**src/dpc_pkg.sv**
```systemverilog
// Purpose: Shared constants and types for the DDR2 command decoder and power-state block
// Assumes: Single 40 MHz command clock, pins sampled synchronously
// Notes:   Timing figures are named here once and converted to cycles
`default_nettype none
package dpc_pkg;

	// ==========================================================
	// Geometry
	localparam int          BANKS       = 8;
	localparam int          BA_W        = 3;
	localparam int          ADDR_W      = 14;
	localparam int          ROW_W       = 14;
	localparam int          CNT_W       = 8;
	localparam int          A10_POS     = 10;

	// ==========================================================
	// Timing
	localparam int          CLK_PERIOD_PS = 25000;
	localparam int          TRP_PS        = 15000;
	localparam int          TRP_CYC       = (TRP_PS + CLK_PERIOD_PS - 1) / CLK_PERIOD_PS;
	localparam int          TRP_ALL_CYC   = TRP_CYC + 1;
	localparam int          TCKE_CYC      = 3;
	localparam int          TXP_CYC       = 2;
	localparam int          PRE_PRE_CYC   = 1;

	// ==========================================================
	// Decoded command set
	typedef enum logic [3:0] {
		DPC_CMD_DESEL  = 4'h0,
		DPC_CMD_NOP    = 4'h1,
		DPC_CMD_ACT    = 4'h2,
		DPC_CMD_READ   = 4'h3,
		DPC_CMD_WRITE  = 4'h4,
		DPC_CMD_PRE    = 4'h5,
		DPC_CMD_REF    = 4'h6,
		DPC_CMD_MRS    = 4'h7,
		DPC_CMD_ILL    = 4'h8
	} dpc_cmd_e;

	// Power states, Gray in listed order up -> PPD -> APD -> self -> exit
	typedef enum logic [2:0] {
		DPC_PW_UP      = 3'h0,
		DPC_PW_PPD     = 3'h1,
		DPC_PW_APD     = 3'h3,
		DPC_PW_SELF    = 3'h2,
		DPC_PW_EXIT    = 3'h6
	} dpc_pw_e;

	// Command pins as sampled on a rising edge
	typedef struct packed {
		logic              cke;
		logic              cs_n;
		logic              ras_n;
		logic              cas_n;
		logic              we_n;
		logic [BA_W-1:0]   ba;
		logic [ADDR_W-1:0] addr;
	} dpc_pins_s;

	// One decoded command, registered
	typedef struct packed {
		logic              valid;
		logic [3:0]        cmd;
		logic              auto_pre;
		logic              all_banks;
		logic [BA_W-1:0]   bank;
	} dpc_dec_s;

	// Decode the four strobes into a command
	function automatic dpc_cmd_e dpc_decode(input logic cs_n, input logic ras_n,
		input logic cas_n, input logic we_n);
		logic [2:0] s;
		s = {ras_n, cas_n, we_n};
		if (cs_n)
			return DPC_CMD_DESEL;
		case (s)
			3'h7:    return DPC_CMD_NOP;
			3'h3:    return DPC_CMD_ACT;
			3'h5:    return DPC_CMD_READ;
			3'h4:    return DPC_CMD_WRITE;
			3'h2:    return DPC_CMD_PRE;
			3'h1:    return DPC_CMD_REF;
			3'h0:    return DPC_CMD_MRS;
			default: return DPC_CMD_ILL;
		endcase
	endfunction

endpackage
`default_nettype wire

```
**src/dpc_row_mem.sv**
```systemverilog
// Purpose: Small row memory holding the open row of each bank
// Assumes: One write port, one read port, read data registered
// Notes:   Read data appear one cycle after the address
`timescale 1ns/1ps
`default_nettype none
module dpc_row_mem (
	input  wire logic                         core_clk_i,
	input  wire logic                         wr_en_i,
	input  wire logic [dpc_pkg::BA_W-1:0]     wr_bank_i,
	input  wire logic [dpc_pkg::ROW_W-1:0]    wr_row_i,
	input  wire logic [dpc_pkg::BA_W-1:0]     rd_bank_i,
	output logic      [dpc_pkg::ROW_W-1:0]    rd_row_o
);

	// ==========================================================
	// Storage
	logic [dpc_pkg::ROW_W-1:0] mem_reg [dpc_pkg::BANKS];

	// Write port
	always_ff @(posedge core_clk_i) begin
		if (wr_en_i)
			mem_reg[wr_bank_i] <= wr_row_i;
	end

	// Registered read port
	always_ff @(posedge core_clk_i) begin
		rd_row_o <= mem_reg[rd_bank_i];
	end

endmodule // dpc_row_mem
`default_nettype wire

```
**src/dpc_cmd_core.sv**
```systemverilog
// Purpose: Device-side DDR2 command decode, bank state, refresh and power-down
// Assumes: Controller keeps all spacing rules; pins valid at each rising edge
// Notes:   Mode register contents arrive as plain ports
// How it works
// Read to precharge spacing kept by controller
// Write to precharge waits WL+BL/2+tWR
// Write-AP to precharge waits WL+BL/2+WR
// Precharge to precharge at least one cycle
// Controller rounds read-to-precharge cycles up
// Precharge period from latest precharge per bank
// All rows refreshed within 64 ms
// CS RAS CAS low, WE high refreshes
// Banks idle tRP before refresh command
// Refresh uses internal row counter only
// CKE low with NOP or deselect enters power-down
// CKE kept high during MRS, read, write
// Idle banks precharge power-down, else active
// Controller holds CKE low minimum pulse
// Power-down stay at most nine intervals
// CKE high with NOP or deselect exits
// DLL should be locked at power-down entry
// Clock change only in precharge power-down
// Stable clock and DLL reset after change
// Decode strobes and CKE; A10 selects mode
// Bank bits select bank or mode register
// BL four bursts never interrupted
// Self-refresh exit NOP only, read after 200
// Self refresh entered only when idle
// Controller tracks per-bank spacing timestamps; the model uses fixed NOP gaps per command instead
`timescale 1ns/1ps
`default_nettype none
module dpc_cmd_core (
	input  wire logic                         core_clk_i,
	input  wire logic                         reset_i,
	input  wire dpc_pkg::dpc_pins_s           pins_i,
	input  wire logic                         dll_fast_exit_i,
	output var dpc_pkg::dpc_dec_s             dec_o,
	output logic      [dpc_pkg::BANKS-1:0]    bank_open_o,
	output logic      [dpc_pkg::BANKS-1:0]    bank_ready_o,
	output logic      [2:0]                   power_state_o,
	output logic                              dll_on_o,
	output logic                              refresh_pulse_o,
	output logic      [dpc_pkg::ROW_W-1:0]    refresh_row_o,
	output logic      [dpc_pkg::BA_W-1:0]     mrs_select_o,
	output logic                              mrs_pulse_o,
	output logic      [dpc_pkg::ROW_W-1:0]    open_row_o,
	output logic                              cmd_ready_o
);

	// ==========================================================
	// Decode
	dpc_pkg::dpc_cmd_e           cmd_now;
	logic                        a10;
	logic                        cke_prev_reg;
	logic                        powered;
	dpc_pkg::dpc_pw_e            pw_reg;
	dpc_pkg::dpc_pw_e            pw_next;
	logic [dpc_pkg::CNT_W-1:0]   pre_cnt_reg [dpc_pkg::BANKS];
	logic [dpc_pkg::CNT_W-1:0]   xp_cnt_reg;
	logic                        nop_like;
	logic                        exec;

	// Strobes decoded into a command, A10 split out
	assign cmd_now  = dpc_pkg::dpc_decode(pins_i.cs_n, pins_i.ras_n, pins_i.cas_n, pins_i.we_n);
	assign a10      = pins_i.addr[dpc_pkg::A10_POS];
	assign nop_like = (cmd_now == dpc_pkg::DPC_CMD_NOP) || (cmd_now == dpc_pkg::DPC_CMD_DESEL);
	assign powered  = (pw_reg == dpc_pkg::DPC_PW_UP);
	// Commands execute only with CKE high on both edges and no exit latency pending
	assign exec     = powered && cke_prev_reg && pins_i.cke && (xp_cnt_reg == '0);
	assign cmd_ready_o = powered && (xp_cnt_reg == '0);

	// Registered decode output
	always_ff @(posedge core_clk_i) begin
		if (reset_i) begin
			dec_o <= '0;
		end else begin
			dec_o.valid     <= exec && !nop_like;
			dec_o.cmd       <= cmd_now;
			dec_o.auto_pre  <= a10 && (cmd_now == dpc_pkg::DPC_CMD_READ || cmd_now == dpc_pkg::DPC_CMD_WRITE);
			dec_o.all_banks <= a10 && (cmd_now == dpc_pkg::DPC_CMD_PRE);
			dec_o.bank      <= pins_i.ba;
		end
	end

	// Previous CKE sample
	always_ff @(posedge core_clk_i) begin
		if (reset_i)
			cke_prev_reg <= 1'b0;
		else
			cke_prev_reg <= pins_i.cke;
	end

	// ==========================================================
	// Bank state and precharge period
	logic [dpc_pkg::BANKS-1:0] pre_hit;
	logic                      all_idle;

	// Banks hit by a precharge, one or all
	always_comb begin
		pre_hit = '0;
		if (exec && cmd_now == dpc_pkg::DPC_CMD_PRE) begin
			if (a10)
				pre_hit = '1;
			else
				pre_hit[pins_i.ba] = 1'b1;
		end
	end

	// Open flags per bank
	always_ff @(posedge core_clk_i) begin
		if (reset_i) begin
			bank_open_o <= '0;
		end else begin
			for (int b = 0; b < dpc_pkg::BANKS; b++) begin
				if (pre_hit[b])
					bank_open_o[b] <= 1'b0;
				else if (exec && cmd_now == dpc_pkg::DPC_CMD_ACT && pins_i.ba == b[dpc_pkg::BA_W-1:0])
					bank_open_o[b] <= 1'b1;
			end
		end
	end

	// Precharge period restarts from the latest precharge to each bank
	always_ff @(posedge core_clk_i) begin
		if (reset_i) begin
			for (int b = 0; b < dpc_pkg::BANKS; b++)
				pre_cnt_reg[b] <= '0;
		end else begin
			for (int b = 0; b < dpc_pkg::BANKS; b++) begin
				if (pre_hit[b])
					pre_cnt_reg[b] <= a10 ? dpc_pkg::CNT_W'(dpc_pkg::TRP_ALL_CYC) : dpc_pkg::CNT_W'(dpc_pkg::TRP_CYC);
				else if (pre_cnt_reg[b] != '0)
					pre_cnt_reg[b] <= pre_cnt_reg[b] - 1'b1;
			end
		end
	end

	// Ready means closed and precharge period done
	always_comb begin
		for (int b = 0; b < dpc_pkg::BANKS; b++)
			bank_ready_o[b] = !bank_open_o[b] && (pre_cnt_reg[b] == '0);
	end
	assign all_idle = (bank_ready_o == '1);

	// ==========================================================
	// Open row memory
	dpc_row_mem u_row_mem (
		.core_clk_i (core_clk_i),
		.wr_en_i    (exec && cmd_now == dpc_pkg::DPC_CMD_ACT),
		.wr_bank_i  (pins_i.ba),
		.wr_row_i   (pins_i.addr),
		.rd_bank_i  (pins_i.ba),
		.rd_row_o   (open_row_o)
	);

	// ==========================================================
	// Refresh and mode register strobes
	always_ff @(posedge core_clk_i) begin
		if (reset_i) begin
			refresh_pulse_o <= 1'b0;
			refresh_row_o   <= '0;
		end else begin
			refresh_pulse_o <= exec && cmd_now == dpc_pkg::DPC_CMD_REF;
			if (exec && cmd_now == dpc_pkg::DPC_CMD_REF)
				refresh_row_o <= refresh_row_o + 1'b1;
		end
	end

	// Mode register select comes from the bank bits
	always_ff @(posedge core_clk_i) begin
		if (reset_i) begin
			mrs_pulse_o  <= 1'b0;
			mrs_select_o <= '0;
		end else begin
			mrs_pulse_o <= exec && cmd_now == dpc_pkg::DPC_CMD_MRS;
			if (exec && cmd_now == dpc_pkg::DPC_CMD_MRS)
				mrs_select_o <= pins_i.ba;
		end
	end

	// ==========================================================
	// Power state machine
	always_comb begin
		pw_next = pw_reg;
		case (pw_reg)
			dpc_pkg::DPC_PW_UP: begin
				if (cke_prev_reg && !pins_i.cke) begin
					if (nop_like)
						pw_next = (bank_open_o == '0) ? dpc_pkg::DPC_PW_PPD : dpc_pkg::DPC_PW_APD;
					else if (cmd_now == dpc_pkg::DPC_CMD_REF && all_idle)
						pw_next = dpc_pkg::DPC_PW_SELF;
				end
			end
			dpc_pkg::DPC_PW_PPD,
			dpc_pkg::DPC_PW_APD,
			dpc_pkg::DPC_PW_SELF: begin
				if (pins_i.cke && nop_like)
					pw_next = dpc_pkg::DPC_PW_EXIT;
			end
			dpc_pkg::DPC_PW_EXIT: pw_next = dpc_pkg::DPC_PW_UP;
			default:              pw_next = dpc_pkg::DPC_PW_UP;
		endcase
	end

	// State register
	always_ff @(posedge core_clk_i) begin
		if (reset_i)
			pw_reg <= dpc_pkg::DPC_PW_UP;
		else
			pw_reg <= pw_next;
	end
	assign power_state_o = pw_reg;

	// Exit latency before an executable command
	always_ff @(posedge core_clk_i) begin
		if (reset_i)
			xp_cnt_reg <= '0;
		else if (pw_reg == dpc_pkg::DPC_PW_EXIT)
			xp_cnt_reg <= dpc_pkg::CNT_W'(dpc_pkg::TXP_CYC - 1);
		else if (xp_cnt_reg != '0)
			xp_cnt_reg <= xp_cnt_reg - 1'b1;
	end

	// DLL kept only in fast-exit active power-down
	always_ff @(posedge core_clk_i) begin
		if (reset_i)
			dll_on_o <= 1'b1;
		else
			dll_on_o <= (pw_next == dpc_pkg::DPC_PW_UP) || (pw_next == dpc_pkg::DPC_PW_EXIT) ||
				(pw_next == dpc_pkg::DPC_PW_APD && dll_fast_exit_i);
	end
endmodule // dpc_cmd_core
`default_nettype wire

```
**config.mk**
```make
export PLATFORM = sky130hd
export DESIGN_NAME = dpc_cmd_core
export DESIGN_NICKNAME = d
export VERILOG_FILES = /design/src/dpc_pkg.sv /design/src/dpc_row_mem.sv /design/src/dpc_cmd_core.sv
export SDC_FILE = /design/constraint.sdc
export NUM_CORES = 1
export LEC_CHECK = 0
export BUFFER_PORTS_ARGS = -buffer_cell sky130_fd_sc_hd__buf_2
export CORE_ASPECT_RATIO = 0.9
export CORE_MARGIN = 5
export CORE_UTILIZATION = 40
export DETAILED_ROUTE_END_ITERATION = 12
export GPL_ROUTABILITY_DRIVEN = 1
export PLACE_DENSITY = 0.66
export SETUP_SLACK_MARGIN = 0.4
export SYNTH_ARGS = -nofsm -noshare
export SYNTH_HDL_FRONTEND = slang
export SYNTH_HIERARCHICAL = 1
export SYNTH_SLANG_ARGS = --single-unit
```
**constraint.sdc**
```tcl
create_clock -name core_clk_i -period 6.7 [get_ports core_clk_i]
set_input_delay 1.34 -clock core_clk_i [delete_from_list [all_inputs] [get_ports core_clk_i]]
set_output_delay 1.34 -clock core_clk_i [all_outputs]
set_load 0.05 [all_outputs]
```
After elaboration in Yosys (flattened, before gate mapping)
Memories as Yosys holds them, arrays and structs flattened. A register that Yosys moved wholly into a read port is not among the register bits.
Cells that the tools add are included.
{"block": "word_totals", "reg_bits": 50, "latch_bits": 0, "ramBits": 176, "mem_bits_ro": 0, "inputBits": 25, "out_inout_bits": 64, "memories": 2}
{"name": "u_row_mem.mem_reg", "depth": 8, "word_bits": 14, "read_ports": 1, "rd_clocked_by_memory_dff": 1, "wr": 1, "line_no": "dpc_row_mem.sv:17", "source": "logic [dpc_pkg::ROW_W-1:0] mem_reg [dpc_pkg::BANKS];"}
{"name": "pre_cnt_reg", "depth": 8, "word_bits": 8, "read_ports": 8, "rd_clocked_by_memory_dff": 0, "wr": 8, "line_no": "dpc_cmd_core.sv:58", "source": "logic [dpc_pkg::CNT_W-1:0] pre_cnt_reg [dpc_pkg::BANKS];"}
{"block": "classes", "add_sub_neg": 10, "mul": 0, "div": 0, "magnitude_cmp": 2, "eq_ne": 27, "n_shift": 0, "mux": 93, "bitwise_logic": 16, "reduce_logical": 81}
{"op": "$mux W8", "count": 18}
{"op": "$logic_not A8 Y1", "count": 10}
{"op": "$reduce_bool A8 Y1", "count": 9}
{"op": "$sub A8 B1 Y8 const B", "count": 9}
{"op": "$mux W1", "count": 64}
{"op": "$logic_and A1 B1 Y1", "count": 32}
{"op": "$pmux W4 S7", "count": 1}
{"op": "$eq A3 B3 Y1 const B", "count": 9}
{"op": "$eq A3 B2 Y1 const B", "count": 7}
{"op": "$reduce_or A2 Y1", "count": 9}
{"op": "$eq A4 B3 Y1 const B", "count": 4}
{"op": "$or A1 B1 Y1", "count": 16}
{"op": "$add A14 B1 Y14 const B", "count": 1}
{"op": "$logic_not A3 Y1", "count": 4}
{"op": "$mux W3", "count": 4}
{"op": "$logic_not A1 Y1", "count": 10}
{"op": "$eq A3 B1 Y1 const B", "count": 3}
{"op": "$eq A4 B2 Y1 const B", "count": 2}
{"op": "$eq A8 B8 Y1 const B", "count": 1}
{"op": "$mux W4", "count": 2}
{"op": "$pmux W3 S2", "count": 1}
{"op": "$eq A4 B1 Y1 const B", "count": 1}
{"op": "$logic_not A4 Y1", "count": 1}
{"op": "$logic_or A1 B1 Y1", "count": 4}
{"op": "6 further kinds", "count": 7}

Longest topological paths before layout
Gate-level depths: netlist of the first run.
{"block": "depth", "depth_word": 12, "depth_mapped": 9, "depth_no_buf": 7}

Modules after synthesis
The synthesis of the first run kept the hierarchy.
{"mod": "dpc_cmd_core", "instances": 1, "cells_each": 618, "area_per_inst_um2": 6082.1, "seq_area_each_um2": 2922.8}
{"mod": "dpc_row_mem", "instances": 1, "cells_each": 188, "area_per_inst_um2": 4635.7, "seq_area_each_um2": 3643.5}

Worst setup path before layout of the first run
OpenSTA, ideal clock, no wires.
{"block": "synth_path", "path_type": "input-to-reg", "startpoint": "input port pins_i[19] in the netlist's numbering", "endpoint": "memory u_row_mem/mem_reg[0][0] in the netlist's numbering (enable)", "setup_time_ns": 0.403, "arrival_ns": 3.159, "required_ns": 6.297, "setup_slack_ns": 3.138, "cell_stages": 7, "path_buffers": 1, "cell_sequence": "clkbuf_1 nor2_1 nand4_1 nor2_1 and3_1 nand2b_1 nor3_1"}
{"block": "synth_via", "elab_chain_cells": 7, "elab_cells_between_ends": 13}
{"item": "start: declaration", "line_no": "dpc_cmd_core.sv:35", "source": "input wire dpc_pkg::dpc_pins_s pins_i,"}
{"item": "$eq A3 B1 Y1 (tied with other cells)", "line_no": "dpc_pkg.sv:76", "source": "case (s)"}
{"item": "$pmux W4 S7 *", "line_no": "dpc_pkg.sv:76"}
{"item": "$mux W4 *", "line_no": "dpc_pkg.sv:76"}
{"item": "$eq A4 B2 Y1 *", "line_no": "dpc_cmd_core.sv:149", "source": ".wr_en_i (exec && cmd_now == dpc_pkg::DPC_CMD_ACT),"}
{"item": "$logic_and A1 B1 Y1 *", "line_no": "dpc_cmd_core.sv:149"}
{"item": "$mux W1 *", "line_no": "dpc_row_mem.sv:21", "source": "if (wr_en_i)"}
{"item": "$mux W1 (not written as such) *", "line_no": "dpc_row_mem.sv:22", "source": "mem_reg[wr_bank_i] <= wr_row_i;"}
{"item": "end: declaration", "line_no": "dpc_row_mem.sv:17"}
Mark *: on every way between the ends. The rest lies on a longest branch, timed or not.

==> key figures, run 1 <==
Yosys
  – Synth warn: 6
  – EDFF count, synth: 176
  – Avg Cell Area, Syn: 13.3 um2
  – Cell area after synthesis: 10700 um2
  – Mapped Cells: 806
  – Yosys cell types: 60
  – Top cell type's share of synthesized area: 0.493
  – Largest cells by area after synthesis: edfxtp_1 49%, dfxtp_1 12%, mux4_1 6.1%
  – Fraction of registers with async set/reset: 0
  – Sequential-to-total area share from yosys stat: 0.613
  – Top cells by instance count after synthesis: 176 x edfxtp_1, 105 x nor2_1, 64 x dfxtp_1
  – Yosys reg bits: 240
  – Synth Net Count: 849
  – Most common cell in the netlist: edfxtp_1
  – Main flop type after synthesis: edfxtp_1
  – Cell taking the most area after synthesis: edfxtp_1

Critical path
  – Max FO, Critical Path: 6
  – CP bufs+invs: 1
  – Crit path cell chain: or4_1, nor4b_2, nor2b_1, buf_2
  – Slowest stage delay, CP: 0.60 ns
  – CP endpoint kind: primary output
  – CP Launch Type: flip-flop
  – CP max stage cell: or4_1
  – Largest delay share family, worst path: simple AND/OR/NAND/NOR gates
  – Setup CP Type: reg2out
  – Worst EP required: 5.36 ns
  – CP arrival: 2.58 ns

Global route
  – Vias in the first global route: 6451
  – Initial antenna violation count: 1
  – First-pass GRT wire length: 35300 um
  – GRT overflow: 0
  – Largest net degree at the start of global routing: 66
  – Aggregate global-route resource usage: 0.144

Floorplanning
  – FP Rows: 56
  – Initial Util: 0.409
  – Die area: 30200 um2
  – Die Height: 165 um
  – Core Region: 26200 um2
  – Chip Width: 183 um
  – Ports: 89

Status
  – Outcome: finished clean

Power
  – VDD IR max: 0.000193 V
  – Pleak: 4.57 nW
  – Power Density: 379 nW/um2
  – Tot Pwr: 4.69 mW

Clocking
  – Clk Latency, worst-skew pair: 0.53 ns
  – CTS Buf Count: 27
  – Post-CTS Setup Inserts: 0
  – CTS max path bufs: 3
  – Sink Count: 240
  – CTS resizes: 0
  – CTS root buffer: clkbuf_16
  – CTS tree: done
  – Clk slew on worst S/H paths: 0.06 ns
  – # H-tree levels: 1
  – CTS Hold Bufs: 0

Route
  – Via count: 6644
  – Final Routed Wirelength: 22100 um
  – Iter 0 DRT Violations: 460
  – Routed len/inst: 17.5 um
  – Vias per cell: 5.25
  – DRC errors left: 0
  – DRT Pass-1 Iters: 5
  – Final ANT Viol Nets: 0

Timing
  – Fin crit period: 3.92 ns
  – Worst Skew: 0.0125 ns
  – Tcrit/Tclk final: 0.585
  – Fmax: 0.255 GHz
  – Max Slew Vio Count: 0
  – RSZ-0062 raised after global routing: no
  – Setup TNS: 0 ns
  – Fin. Hold Viols: 0
  – Relative slew slack: 0.330
  – Worst slew pin tran: 1.00 ns
  – Setup violators final: 0

Placed design
  – Port bufs: 88
  – Post-DP HPWL: 14800 um
  – Routability cong.: 0.812

Finish
  – Area grow syn2layout: 15.6%
  – Layout Utilization: 0.473
  – Max FFs per register: 112
  – # diodes: 0
  – Final net count: 939
  – Share of cells above drive strength 1: 0.195

Flow run
  – Max_cap viols: 0

Hold path
  – Hold WC Path Type: reg2reg
worst reg2reg max path: stages (launching register included):
cell and delay [ns]:
dfxtp_1 0.33, inv_1 0.08, ha_1 0.26, nand4_1 0.22, nor2_1 0.24, and3_1 0.24, nand2_1 0.15, nor2_2 0.84
logic make-up (layout without fill, tap and decap cells):
group | after synthesis | count (layout) | share of synthesized area
buf+inv | 63 | 174 | 0.0251
flops | 240 | 240 | 0.613
simple gates | 295 | 295 | 0.156
fa+ha+maj | 18 | 18 | 0.0210
xor+xnor | 56 | 56 | 0.0458
mux | 48 | 48 | 0.0879
compound gates | 86 | 86 | 0.0517
final cells by class:
type / instances / area (um2)
clock buffer: 30 / 687
fill: 2340 / 13800
clock inverter: 20 / 186
timing repair buffer: 95 / 493
inverter: 29 / 109
multi-input combinational: 503 / 3910
tap: 348 / 435
sequential: 240 / 6570
routing by layer:
layer | vias up | global-route usage | part of all wire
met5 | - | 0 | 0.00059
li1 | 3208 | - | -
met2 | 163 | 0.234 | 0.47
met4 | 2 | 0.0389 | 0.024
met3 | 40 | 0.0239 | 0.047
met1 | 3231 | 0.204 | 0.46
metrics by stage:
step | area (um2) | instances | hold slack (ns) | setup WS [ns]
final | 12400 | 1265 | 0.476 | 2.78
after global routing | 12400 | 1265 | 0.495 | 2.56
after CTS | 12400 | 1265 | 0.475 | 2.75
after detailed placement | 11500 | 1215 | 0.464 | 2.83
after global placement | 11500 | 1215 | 0.458 | 2.89
after floorplan | 10700 | 806 | 0.448 | 3.14
path summary, 6_finish.rpt:
| kind | start | to | slack (ns) | cells after the start |
|---|---|---|---|---|
| max | pre_cnt_reg[1][19]$_SDFFCE_PP0P_ | bank_ready_o[6] | 2.78 | 4 |
| min | xp_cnt_reg[3]$_SDFFE_PP0P_ | xp_cnt_reg[3]$_SDFFE_PP0P_ | 0.48 | 2 |
| max reg2reg | xp_cnt_reg[0]$_SDFFE_PP0P_ | u_row_mem/mem_reg[5][7]$_DFFE_PP_ | 3.94 | 7 |
| min reg2reg | xp_cnt_reg[3]$_SDFFE_PP0P_ | xp_cnt_reg[3]$_SDFFE_PP0P_ | 0.48 | 2 |
where the power goes:
| group | internal (mW) | switching [mW] | leakage, nW |
|---|---|---|---|
| clock network | 0.855 | 0.587 | 0.409 |
| registers | 1.85 | 0.160 | 2.27 |
| logic | 0.525 | 0.715 | 1.89 |
cells in the final DEF, fill, tap and decap left out, drive strengths merged, types with 4 or more instances in the layout:
cell type	n
or3	13
or4	16
xnor2	44
o21ai	14
nand4	9
clkinv	9
a21oi	32
and2	6
nor4	14
clkbuf	30
nor3b	9
nand2	35
mux2	14
nor3	15
nor2b	15
nor2	105
buf	95
xor2	12
mux4	28
dfxtp	64
nor4b	9
nand3	10
and3	8
or2	4
a211o	7
ha	18
o31ai	11
nand3b	4
mux2i	6
edfxtp	176
o22ai	4
inv	32
clkinvlp	5
nand2b	14
(Power assumes the default switching activity.)
==> inputs of run 2 (changes only) <==
Settings changed: ABC_AREA set to 1.
Clock period 6.7 ns to 3.7 ns, I/O delays scaled along.
==> key figures, run 2 <==
Clocking
  – # H-tree levels: 1
  – CTS Hold Bufs: 0
  – Clk slew on worst S/H paths: 0.06 ns
  – CTS max path bufs: 3
  – CTS root buffer: clkbuf_16
  – Post-CTS Setup Inserts: 0
  – CTS resizes: 0
  – CTS tree: done
  – Clk Latency, worst-skew pair: 0.53 ns
  – CTS Buf Count: 27
  – Sink Count: 240

Critical path
  – CP Launch Type: flip-flop
  – CP most frequent cell: nand2_1
  – Worst EP required: 3.93 ns
  – CP endpoint kind: flip-flop
  – Max FO, Critical Path: 9
  – CP max stage cell: nor4_1
  – Crit path cell chain: inv_1, ha_1, nand2_1, nor2_2, inv_2, nor2_4, nand4_2, nor4_1, nand2_1, nor2_1, buf_4
  – CP arrival: 3.16 ns
  – Slowest stage delay, CP: 0.67 ns
  – Setup CP Type: reg2reg

Placed design
  – Port bufs: 88
  – Placed instance area: 12300 um2
  – Post-DP HPWL: 17200 um
  – Routability cong.: 0.903
  – Post-Place Cells: 1710
  – Pre-CTS WS: 0.757 ns

Yosys
  – Post-synthesis mux area share: 0
  – Most common cell in the netlist: nand2_1
  – Adder-Cell Fraction of Synth Area: 0.0197
  – Synth Area in Compound Gates: 0.0413
  – Sequential-to-total area share from yosys stat: 0.575
  – Main flop type after synthesis: edfxtp_1
  – Cell area after synthesis: 11400 um2
  – Fraction of registers with async set/reset: 0
  – XOR/XNOR Fraction of Synth Area: 0.0315
  – Mapped Cells: 1268
  – Synth Net Count: 1311
  – Avg Cell Area, Syn: 9.00 um2
  – EDFF count, synth: 176
  – Simple-Gate Fraction of Synth Area: 0.238
  – Yosys reg bits: 240
  – Top cell type's share of synthesized area: 0.463
  – Synth warn: 6
  – Combinational family with the most area after synthesis: simple AND/OR/NAND/NOR gates
  – Largest cells by area after synthesis: edfxtp_1 46%, dfxtp_1 11%, nand2_1 10%
  – Top cells by instance count after synthesis: 313 x nand2_1, 176 x edfxtp_1, 176 x inv_1
  – Cell taking the most area after synthesis: edfxtp_1
  – Yosys cell types: 41

Finish
  – Post-route insts no fill: 1760
  – Final net count: 1422
  – Area grow syn2layout: 15.4%
  – # fillers: 2660
  – Max FFs per register: 112
  – # diodes: 0
  – Commonest cells after routing, fill and taps aside: 313 x nand2_1, 176 x inv_1, 176 x edfxtp_1
  – Share of cells above drive strength 1: 0.181
  – Post-Layout Inst Area: 13200 um2
  – Commonest non-fill, non-tap cell in the layout: nand2_1

Route
  – Final Routed Wirelength: 24600 um
  – Iter 0 DRT Violations: 473
  – Routed len/inst: 14.0 um
  – Via count: 8270
  – DRC errors left: 0
  – Final ANT Viol Nets: 0
  – Vias per cell: 4.70
  – DRT Pass-1 Iters: 9

Timing
  – Fin crit period: 2.93 ns
  – Setup TNS: 0 ns
  – Max Slew Vio Count: 0
  – RSZ-0062 raised after global routing: no
  – Fmax: 0.341 GHz
  – Worst slew pin tran: 0.981 ns
  – Tcrit/Tclk final: 0.793
  – Fin. Hold Viols: 0
  – Setup violators final: 0
  – Relative slew slack: 0.345
  – Setup WS post-layout: 0.767 ns
  – Worst Skew: 0.0111 ns

Power
  – VDD IR max: 0.000279 V
  – Power Density: 574 nW/um2
  – Pleak: 5.93 nW

Flow run
  – Max_cap viols: 0

Global route
  – Vias in the first global route: 8075
  – GRT overflow: 0
  – Initial antenna violation count: 0
  – Largest net degree at the start of global routing: 57
  – Aggregate global-route resource usage: 0.152
  – First-pass GRT wire length: 40300 um

Floorplanning
  – Ports: 89
  – Die area: 32000 um2
  – Core Region: 28000 um2
  – Die Height: 170 um
  – Initial Util: 0.408
  – Chip Width: 188 um
  – FP Rows: 58

Hold path
  – Hold WC Path Type: in2reg

Status
  – Outcome: finished clean
-- run 2: changes by cell type after synthesis, sizes merged, moves of 15 or more --
cell and delta:
xnor2 -29, nor2 +36, clkbuf -15, a21oi +21, nand2 +286, nand3 +91, or4 -16, mux4 -28
inv +196, or2 +15, nor2b -15
-- run 2: routing by layer --
layer / GRT usage / vias to the layer above / routed length [um]
li1: - / 4260 / -
met1: 0.202 / 3792 / 11200
met2: 0.253 / 175 / 11400
met3: 0.0310 / 43 / 1420
met4: 0.0475 / 0 / 588
met5: 0 / - / 0
-- run 2: layout make-up --
cell class                 count  area [um2]  area share
multi-input combinational    768        3770       0.286
clock buffer                  38         801      0.0608
inverter                     231         873      0.0663
timing repair buffer         111         613      0.0466
clock inverter                12        93.8     0.00713
tap                          360         450      0.0342
sequential                   240        6570       0.499
-- run 2: through the flow --
step | util | power, mW | hold WS (ns)
after detailed placement | 0.438 | 4.99 | 0.489
after CTS | 0.470 | 7.64 | 0.430
after global routing | 0.470 | 8.01 | 0.444
final | 0.470 | 7.56 | 0.459
after floorplan | - | 4.63 | 0.502
after global placement | 0.438 | 4.95 | 0.473
-- run 2: path summary, 6_finish.rpt --
path / start / end / slack, ns / cells past startpoint
setup / recovery: xp_cnt_reg[0]$_SDFFE_PP0P_ / u_row_mem/mem_reg[1][3]$_DFFE_PP_ / 0.77 / 11
hold / removal: pins_i[20] / dec_o[4]$_SDFF_PP0_ / 0.46 / 2
setup reg to reg: xp_cnt_reg[0]$_SDFFE_PP0P_ / u_row_mem/mem_reg[1][3]$_DFFE_PP_ / 0.77 / 11
hold reg to reg: mrs_select_o[0]$_SDFFE_PP0P_ / mrs_select_o[0]$_SDFFE_PP0P_ / 0.50 / 2
-- run 2: logic make-up after synthesis --
| group | count (synthesis) |
|---|---|
| compound gates | 85 |
| xor+xnor | 41 |
| fa+ha+maj | 18 |
| buf+inv | 260 |
| flops | 240 |
| simple gates | 624 |
-- run 2: power by group --
part	leakage, nW	switching, mW	total [mW]	internal (mW)
Combinational	3.25	1.05	1.58	0.530
Clock	0.450	1.05	2.63	1.58
Sequential	2.24	0.145	3.35	3.21
Total	5.93	2.24	7.56	5.32
-- run 2: critical path: cells and delay by family (launching register included) --
| family | cells | cell delay [ns] |
|---|---|---|
| flops | 1 | 0.30 |
| buf+inv | 3 | 0.40 |
| simple gates | 7 | 1.75 |
| fa+ha+maj | 1 | 0.20 |
